===== config.mk =====
export PLATFORM = sky130hd
export DESIGN_NAME = csfr_core_sfr_set
export DESIGN_NICKNAME = d
export VERILOG_FILES = /design/src/core/csfr_byte_reg.v /design/src/core/csfr_core_sfr_set.v
export VERILOG_INCLUDE_DIRS = /design/src /design/src/core
export SDC_FILE = /design/constraint.sdc
export NUM_CORES = 1
export LEC_CHECK = 0
export BUFFER_PORTS_ARGS = -buffer_cell sky130_fd_sc_hd__buf_2
export CAP_MARGIN = 10
export CORE_ASPECT_RATIO = 0.5
export CORE_MARGIN = 1.5
export CORE_UTILIZATION = 52
export DETAILED_ROUTE_END_ITERATION = 10
export PLACE_DENSITY = 0.9
export SYNTH_ARGS = -nofsm -noshare
export SYNTH_HDL_FRONTEND = slang
export SYNTH_HIERARCHICAL = 1
export SYNTH_SLANG_ARGS = --single-unit
export TNS_END_PERCENT = 1

===== constraint.sdc =====
create_clock -name mclk -period 2.2 [get_ports mclk]
set_input_delay 0.11 -clock mclk [delete_from_list [all_inputs] [get_ports mclk]]
set_output_delay 0.11 -clock mclk [all_outputs]
set_load 0.1 [all_outputs]

===== src/core/csfr_regs.vh =====
// Constants for the core special function register set.
// Assumes a single CPU clock and an 8-bit internal SFR bus.
// How it works
// - Only hardware changes the odd-ones bit; software writes to that position are ignored.
// - The odd-ones bit is 1 when the operand/result register has an odd count of set bits, else 0.
// - The half-carry bit is set when an arithmetic operation carries out of bit 3.
// - The carry bit records arithmetic carry and serves as the Boolean bit accumulator.
// - The arithmetic-excess bit is set when an arithmetic operation overflows the signed range.
// - Two user flag bits are freely read and written and never altered by instruction results.
// - The two bank-select bits map R0-R7 to 00H, 08H, 10H or 18H upward in internal data memory.
// - The 8-bit stack pointer addresses the top of stack and resets to 07h.
// - The stack pointer is incremented before data is written for a push or call.
// - The stack pointer is decremented after data is read for a pop, return or service exit.
// - The data pointer pair is one 16-bit value or two independent 8-bit registers.
// - The data pointer is the indirect address for external moves, code reads and computed branches.
// - The operand/result register is the main source and destination, read/write, reset 00h.
// - The auxiliary register is the second operand and extra result of multiply and divide.
// - Every status bit clears on reset; all are read/write except the read-only odd-ones bit.
`ifndef CSFR_REGS_VH
`define CSFR_REGS_VH

// ==========================================
// Offsets
`define CSFR_ADDR_STK    8'h81
`define CSFR_ADDR_PTRLO  8'h82
`define CSFR_ADDR_PTRHI  8'h83
`define CSFR_ADDR_STAT   8'hd0
`define CSFR_ADDR_OPR    8'he0
`define CSFR_ADDR_AUX    8'hf0

// ==========================================
// Reset values
`define CSFR_RST_STK     8'h07
`define CSFR_RST_ZERO    8'h00

// ==========================================
// Status word bit positions
`define CSFR_STAT_CARRY  7
`define CSFR_STAT_HCARRY 6
`define CSFR_STAT_USER0  5
`define CSFR_STAT_BANKHI 4
`define CSFR_STAT_BANKLO 3
`define CSFR_STAT_EXCESS 2
`define CSFR_STAT_USER1  1
`define CSFR_STAT_ODD    0

// ==========================================
// Stack operation codes
`define CSFR_STK_NONE   2'h0
`define CSFR_STK_PUSH   2'h1
`define CSFR_STK_POP    2'h2

`endif


===== src/core/csfr_byte_reg.v =====
// One 8-bit SFR byte with reset value and separate bus/datapath write ports.
// Assumes bus write and datapath load never need to merge; datapath wins.
`timescale 1ns/1ps
module csfr_byte_reg #(
    parameter [7:0] RST_VAL = 8'h00
) (
    // Clock and reset
    input  wire       mclk,
    input  wire       rst_n,
    // Bus write
    input  wire       busWe,
    input  wire [7:0] busData,
    // Datapath load
    input  wire       dpWe,
    input  wire [7:0] dpData,
    // Value
    output reg  [7:0] value_r
);
    // ==========================================
    // Storage
    always @(posedge mclk or negedge rst_n) begin
        if (!rst_n) begin
            value_r <= RST_VAL;
        end else if (dpWe) begin
            value_r <= dpData;
        end else if (busWe) begin
            value_r <= busData;
        end
    end
endmodule // csfr_byte_reg


===== src/core/csfr_core_sfr_set.v =====
// Accumulator, auxiliary, status word, stack pointer and data pointer pair.
// Assumes the CPU datapath drives one-cycle request strobes on mclk.
`timescale 1ns/1ps
`include "csfr_regs.vh"
module csfr_core_sfr_set (
    // Clock and reset
    input  wire        mclk,
    input  wire        rst_n,
    // SFR bus
    input  wire [7:0]  sfrAddr,
    input  wire        sfrWe,
    input  wire [7:0]  sfrWdata,
    input  wire        sfrRe,
    output reg  [7:0]  sfrRdata,
    output wire        sfrHit,
    // Accumulator datapath load
    input  wire        accLoad,
    input  wire [7:0]  accIn,
    // Auxiliary register load by multiply/divide
    input  wire        auxLoad,
    input  wire [7:0]  auxIn,
    // Arithmetic flag updates
    input  wire        aluFlagWe,
    input  wire        aluCarry,
    input  wire        aluHalfCarry,
    input  wire        aluExcess,
    input  wire        aluExcessWe,
    // Boolean carry accumulator
    input  wire        bitCarryWe,
    input  wire        bitCarryIn,
    // Stack operation
    input  wire [1:0]  stackOp,
    // Data pointer 16-bit load and increment
    input  wire        ptrLoad,
    input  wire [15:0] ptrIn,
    input  wire        ptrInc,
    // Core state out
    output wire [7:0]  accOut,
    output wire [7:0]  auxOut,
    output wire [7:0]  statusOut,
    output wire        carryFlag,
    output wire [7:0]  stackAddr,
    output wire [4:0]  bankBase,
    output wire [15:0] dataPtrPair
);
    // ==========================================
    // Decode
    wire hitStk   = (sfrAddr == `CSFR_ADDR_STK);
    wire hitPtrLo = (sfrAddr == `CSFR_ADDR_PTRLO);
    wire hitPtrHi = (sfrAddr == `CSFR_ADDR_PTRHI);
    wire hitStat  = (sfrAddr == `CSFR_ADDR_STAT);
    wire hitOpr   = (sfrAddr == `CSFR_ADDR_OPR);
    wire hitAux   = (sfrAddr == `CSFR_ADDR_AUX);
    assign sfrHit = hitStk | hitPtrLo | hitPtrHi | hitStat | hitOpr | hitAux;

    // ==========================================
    // Operand/result and auxiliary
    wire [7:0] opr_r;
    wire [7:0] aux_r;

    csfr_byte_reg #(.RST_VAL(`CSFR_RST_ZERO)) uOpr (
        .mclk    (mclk),
        .rst_n   (rst_n),
        .busWe   (sfrWe & hitOpr),
        .busData (sfrWdata),
        .dpWe    (accLoad),
        .dpData  (accIn),
        .value_r (opr_r)
    );

    csfr_byte_reg #(.RST_VAL(`CSFR_RST_ZERO)) uAux (
        .mclk    (mclk),
        .rst_n   (rst_n),
        .busWe   (sfrWe & hitAux),
        .busData (sfrWdata),
        .dpWe    (auxLoad),
        .dpData  (auxIn),
        .value_r (aux_r)
    );

    // ==========================================
    // Status word, bits 7..1 stored; odd-ones bit is derived
    reg  [7:1] stat_r;
    reg  [7:1] stat_nxt;
    wire [7:0] oddChain;
    // Parity from the live register, so no stale cycle after a load
    assign oddChain[0] = opr_r[0];
    genvar gi;
    generate
        for (gi = 1; gi < 8; gi = gi + 1) begin : gOdd
            assign oddChain[gi] = oddChain[gi-1] ^ opr_r[gi];
        end
    endgenerate
    wire       oddOnes = oddChain[7];

    always @* begin
        stat_nxt = stat_r;
        if (sfrWe && hitStat) begin
            stat_nxt = sfrWdata[7:1];
        end
        if (aluFlagWe) begin
            stat_nxt[`CSFR_STAT_CARRY]  = aluCarry;
            stat_nxt[`CSFR_STAT_HCARRY] = aluHalfCarry;
        end
        if (aluExcessWe) begin
            stat_nxt[`CSFR_STAT_EXCESS] = aluExcess;
        end
        if (bitCarryWe) begin
            stat_nxt[`CSFR_STAT_CARRY] = bitCarryIn;
        end
    end

    always @(posedge mclk or negedge rst_n) begin
        if (!rst_n) begin
            stat_r <= 7'h00;
        end else begin
            stat_r <= stat_nxt;
        end
    end

    // ==========================================
    // Stack pointer
    reg [7:0] stkPtr_r;
    always @(posedge mclk or negedge rst_n) begin
        if (!rst_n) begin
            stkPtr_r <= `CSFR_RST_STK;
        end else if (stackOp == `CSFR_STK_PUSH) begin
            stkPtr_r <= stkPtr_r + 8'h01;
        end else if (stackOp == `CSFR_STK_POP) begin
            stkPtr_r <= stkPtr_r - 8'h01;
        end else if (sfrWe && hitStk) begin
            stkPtr_r <= sfrWdata;
        end
    end
    // Push writes at the incremented address in the same cycle
    assign stackAddr = (stackOp == `CSFR_STK_PUSH) ? (stkPtr_r + 8'h01) : stkPtr_r;

    // ==========================================
    // Data pointer pair
    reg  [7:0]  ptrLo_r;
    reg  [7:0]  ptrHi_r;
    wire [15:0] ptrPlus1 = {ptrHi_r, ptrLo_r} + 16'h0001;
    always @(posedge mclk or negedge rst_n) begin
        if (!rst_n) begin
            ptrLo_r <= `CSFR_RST_ZERO;
            ptrHi_r <= `CSFR_RST_ZERO;
        end else if (ptrLoad) begin
            {ptrHi_r, ptrLo_r} <= ptrIn;
        end else if (ptrInc) begin
            {ptrHi_r, ptrLo_r} <= ptrPlus1;
        end else begin
            if (sfrWe && hitPtrLo) begin
                ptrLo_r <= sfrWdata;
            end
            if (sfrWe && hitPtrHi) begin
                ptrHi_r <= sfrWdata;
            end
        end
    end

    // ==========================================
    // Read mux; unmapped reads as zero
    always @* begin
        sfrRdata = 8'h00;
        if (!sfrRe) begin
            sfrRdata = 8'h00;
        end else if (hitStk) begin
            sfrRdata = stkPtr_r;
        end else if (hitPtrLo) begin
            sfrRdata = ptrLo_r;
        end else if (hitPtrHi) begin
            sfrRdata = ptrHi_r;
        end else if (hitStat) begin
            sfrRdata = {stat_r, oddOnes};
        end else if (hitOpr) begin
            sfrRdata = opr_r;
        end else if (hitAux) begin
            sfrRdata = aux_r;
        end
    end

    // ==========================================
    // State out
    assign accOut      = opr_r;
    assign auxOut      = aux_r;
    assign statusOut   = {stat_r, oddOnes};
    assign carryFlag   = stat_r[`CSFR_STAT_CARRY];
    assign bankBase    = {stat_r[`CSFR_STAT_BANKHI:`CSFR_STAT_BANKLO], 3'h0};
    assign dataPtrPair = {ptrHi_r, ptrLo_r};
endmodule // csfr_core_sfr_set


Word-level counts from Yosys, hierarchy flattened --
Cells that the tools add are included.
Word-level totals: bits in registers 47, input port bits 65, output and inout port bits 63, logic and storage cells 71
Operators by class: add/sub/neg operators 3, equality and inequality tests 8, muxes and demuxes 25, bitwise gates (word level) 14, reductions and logical operators 12
Operator list (number):
- $mux 8 | 21
- $eq 8x8->1 const B | 6
- $add 16x1->16 const B | 1
- $reduce_bool 3->1 | 4
- $add 8x1->8 const B | 1
- $reduce_bool 2->1 | 4
- $sub 8x1->8 const B | 1
- $mux 7 | 1
- $xor 1x1->1 | 7
- $or 1x1->1 | 5
- $logic_and 1x1->1 | 4
- $and 1x1->1 | 2
- $eq 2x1->1 const B | 1
- $eq 2x2->1 const B | 1
- $mux 1 | 2
- $mux 2 | 1

Logic depth before layout (Yosys ltp) --
word-level depth 12, gate-level depth with buffers 9, gate-level depth less buffers 7

Cells and area by module --
The synthesis kept the hierarchy.
Modules (own cells, without submodules):
- csfr_core_sfr_set | times used 1, cells each 393, area an instance 3106.7 sq um, sequential area each 779.5 sq um
- csfr_byte_reg | times used 2, cells each 34, area an instance 372.9 sq um, sequential area each 200.2 sq um

Worst setup path after synthesis --
Ideal clock, no wire load.
kind reg2out, start point register uOpr.value_r[1], end point output sfrRdata[0], data arrival time 3.076 ns, data required time 2.090 ns, slack -0.986 ns, stages on the path, launching flop included 6, path buffers 0, cells stage by stage dfrtp_1 xnor2_1 xnor2_1 xnor2_1 nand3_1 a21oi_1
On the way: longest elaborated chain between the ends 12
Ends and longest elaborated chain:
- start: declaration | line csfr_byte_reg.v:17 | output reg [7:0] value_r
- start signal: assignment | line csfr_byte_reg.v:25 | value_r <= dpData;
- start signal: assignment | line csfr_byte_reg.v:27 | value_r <= busData;
- $xor 1x1->1 (7 in a row) | line csfr_core_sfr_set.v:91 | assign oddChain[gi] = oddChain[gi-1] ^ opr_r[gi];
- named net oddOnes | line csfr_core_sfr_set.v:94 | wire oddOnes = oddChain[7];
- $mux 8 | line csfr_core_sfr_set.v:173 | end else if (hitStat) begin
- $mux 8 | line csfr_core_sfr_set.v:171 | end else if (hitPtrHi) begin
- $mux 8 | line csfr_core_sfr_set.v:169 | end else if (hitPtrLo) begin
- $mux 8 | line csfr_core_sfr_set.v:167 | end else if (hitStk) begin
- $mux 8 | line csfr_core_sfr_set.v:165 | if (!sfrRe) begin
- end: declaration | line csfr_core_sfr_set.v:14 | output reg [7:0] sfrRdata,
The timed path passes the listed nets, and every way through them passes these cells.

Worst setup path in the final report --
start point register stkPtr_r[0], end point output stackAddr[6]
On the way: longest elaborated chain between the ends 2
Ends and longest elaborated chain:
- start: declaration | line csfr_core_sfr_set.v:123 | reg [7:0] stkPtr_r;
- start signal: assignment | line csfr_core_sfr_set.v:126 | stkPtr_r <= `CSFR_RST_STK;
- start signal: assignment | line csfr_core_sfr_set.v:128 | stkPtr_r <= stkPtr_r + 8'h01;
- start signal: assignment | line csfr_core_sfr_set.v:130 | stkPtr_r <= stkPtr_r - 8'h01;
- $add 8x1->8 | line csfr_core_sfr_set.v:136 | assign stackAddr = (stackOp == `CSFR_STK_PUSH) ? (stkPtr_r + 8'h01) : stkPtr_r;
- $mux 8 | line csfr_core_sfr_set.v:136
- end: declaration | line csfr_core_sfr_set.v:42 | output wire [7:0] stackAddr,
Every way passes these cells.

==> flow_summary.ini <==
[clocking]
cts.clk_slew.worst_paths_ns = 0.07
clock_latency_ns = 0.29
cts_tree = done
cts_num_sinks = 47
cts_buffers = 5
root_buffer = clkbuf_16
cts_htree_levels = 2
clk_path_buf_depth = 2

[grt]
grt_first_pass_wirelength_mm = 20.3
grt-ovfl-total = 0
grt_pass1_vias = 3862
antenna_found_initial = 0
grt_max_degree = 24
grt_usage_pct = 32.3

[critical_path]
crit_path_end = stackAddr[6]
slowest_stage = dfstp_2
endpoint_kind = output port
r2r_end = ptrHi_r[0]
max_stage_delay_ns = 0.59
crit_fanout = 6
r2r_cells = 6
critPathLaunchType = flip-flop
worstPathRequired_ns = 2.09
cp_cell_sequence = ha_1 > and4_1 > nand3_1 > xnor2_2 > buf_12
rrSetupSlack_ns = 0.27
reg2reg_from = ptrLo_r[0]
cp.arrival_ns = 2.02
critical_path_class = reg2out
crit_start = stkPtr_r[0]

[synthesis]
yosys_warnings = 6
synth_cell_types = 67
synth_area_sq_um = 3850
yosys.area.top_type_share_pct = 28.6
synth_most_common_cell = nand2_1
ys_ff_latch = 47
ys_top_cells_by_area = dfrtp_1, mux2i_1, a21oi_1, nand2_1, o21ai_0
synth-edff-count = 0
syn_avg_cell_area_sq_um = 8.36
synthCells = 461
ys_seq_area_share_pct = 30.6
synth_top_flop_cell = dfrtp_1
postSynth.asyncResetShare_pct = 100
synth_largest_area_cell = dfrtp_1
synth_common_cells = nand2_1, a21oi_1, dfrtp_1, o21ai_0, nor2_1

[pwr]
p_int_mw = 2.12
netSwitchingPower_mw = 2.26
pwr-share-comb_pct = 50.8
p_seq_share_pct = 28.1
vdd_ir_drop_max_uv = 478
leakagePower_nw = 2.16
p_clk_share_pct = 21.1
p_total_mw = 4.38
p_per_area_nw_per_um2 = 899
p_sw_share_pct = 51.6

[worst_hold_path]
min_path_type = in2reg

[die]
fp.dieW_um = 125
io_pins = 128
core_sq_um = 6910
die_area_sq_um = 7970
start_util_pct = 55.7
fp.dieH_um = 63.9
rows = 21

[route]
post_drt_via_cell_ratio = 6.27
detail_route.wl_per_cell_um = 19.1
dr.pass1.iters = 7
drt_wl_total_mm = 12.8
drcViolationCount = 0
dr_total_vias = 4190
detail-route-antenna-nets = 0
drtIter0Drc = 529

[status]
status = complete, no violations

[placed_design]
numPortBuffers = 124
dpl.hpwl_mm = 9.54
place_congestion = 0.915
placed_cell_area_sq_um = 4650

[run]
drv_cap = 0

[sta]
min_period_over_period_pct = 96.6
min_period_ns = 2.13
grt_setup_unrepaired = yes
max_freq_mhz = 471
worst_pin_slew_ns = 0.531
slew_headroom_pct = 64.5
hold_viol = 0
slew_violations = 0
setup_violations = 0
skew_ns = 0.00531

[layout]
final_util_pct = 70.5
drive_gt1_share_pct = 32.8
fin_nets = 645
fill_cells = 546
design_area_sq_um = 4870
area_growth_pct = 26.5
antenna-diode-count = 0
## sequential cells by signal (all words and copies together), names as in the netlist
| register | flops |
|---|---|
| ptrHi_r | 8 |
| ptrLo_r | 8 |
| stkPtr_r | 8 |
| uAux/value_r | 8 |
| uOpr/value_r | 8 |
| stat_r | 7 |
## metal layers
metal  global-route usage, %  vias up  wire length (um)
li1                        -     1897                 -
met1                    45.0     2006              5430
met2                    51.2      257              5780
met3                    6.45       30              1340
met4                    9.34        0               201
met5                       0        -                 0
## through the flow
stage	TNS (ns)	std cells	setup slack (ns)	hold WS (ns)
after floorplan	-5.32	463	-0.601	-0.186
after global placement	0	656	0.318	0.0981
after detailed placement	0	656	0.258	0.101
after CTS	0	665	0.0152	0.0170
after global routing	-0.0347	668	-0.0347	0.0367
final	0	668	0.0748	0.0139
## repair_timing
action	CTS	global route
resized for setup	1	3
buffers inserted	0	3
setup endpoints to repair	1	5
hold endpoints to repair	21	0
pin swaps	0	0
hold buffers	1	0
## power groups by stage
stage / registers, mW / logic [mW] / clock network, mW
floorplan: 1.67 / 1.24 / 0
detailed placement: 1.24 / 2.17 / 0
finish: 1.23 / 2.23 / 0.922
global route: 1.25 / 2.32 / 0.961
CTS: 1.23 / 2.18 / 0.920
global placement: 1.24 / 2.14 / 0
## final cells by class
class	count	area, sq um	area share (%)
sequential	47	1180	24.2
inverter	18	67.6	1.39
multi-input combinational	362	2440	50.1
clock buffer	6	139	2.85
tap	92	115	2.36
timing repair buffer	141	891	18.3
clock inverter	2	38.8	0.796
## cells in the final DEF (no fill, tap or decap), types with 6 or more instances in the layout
cell	n
nand2_1	54
mux2_2	11
a21oi_1	42
nor2b_1	7
nand3_1	12
buf_4	16
inv_1	17
o21ai_1	23
a21oi_2	7
buf_12	9
buf_2	113
dfrtp_1	44
o21ai_0	31
o22a_1	7
xnor2_1	9
mux2i_1	25
nand2b_1	6
nor2_1	30
xor2_1	7
a31oi_1	6
## worst max-delay path: cells and delay by family (launching register included)
| family | cells | cell delay (ns) |
|---|---|---|
| xor gates and xnor gates | 1 | 0.23 |
| DFF | 1 | 0.59 |
| and+or+nand+nor | 2 | 0.44 |
| adders and majority gates | 1 | 0.26 |
| buffers and inverters | 1 | 0.20 |
## cells by family after synthesis
family                   after synthesis  share of synthesized area (%)
XOR/XNOR                              18                           4.09
buffers and inverters                 54                           7.47
AO/OA/AOI/OAI                        160                           26.6
adder cells (fa/ha/maj)                5                           1.62
other                                  1                         0.0973
multiplexers                          36                           9.71
AND/OR/NAND/NOR                      140                           19.7
flip-flops                            47                           30.6
## how the worst min path moves through the flow
stage,startpoint,endpoint,slack (ns),cells past startpoint
detailed placement,rst_n,uOpr/value_r[5],0.10,1
CTS,aluExcessWe,stat_r[2],0.02,2
global placement,rst_n,uOpr/value_r[5],0.1,1
global route,accIn[2],uOpr/value_r[2],0.04,3
floorplan,rst_n,ptrHi_r[0],-0.19,0
finish,aluExcessWe,stat_r[2],0.01,2
(Power assumes the default switching activity.)
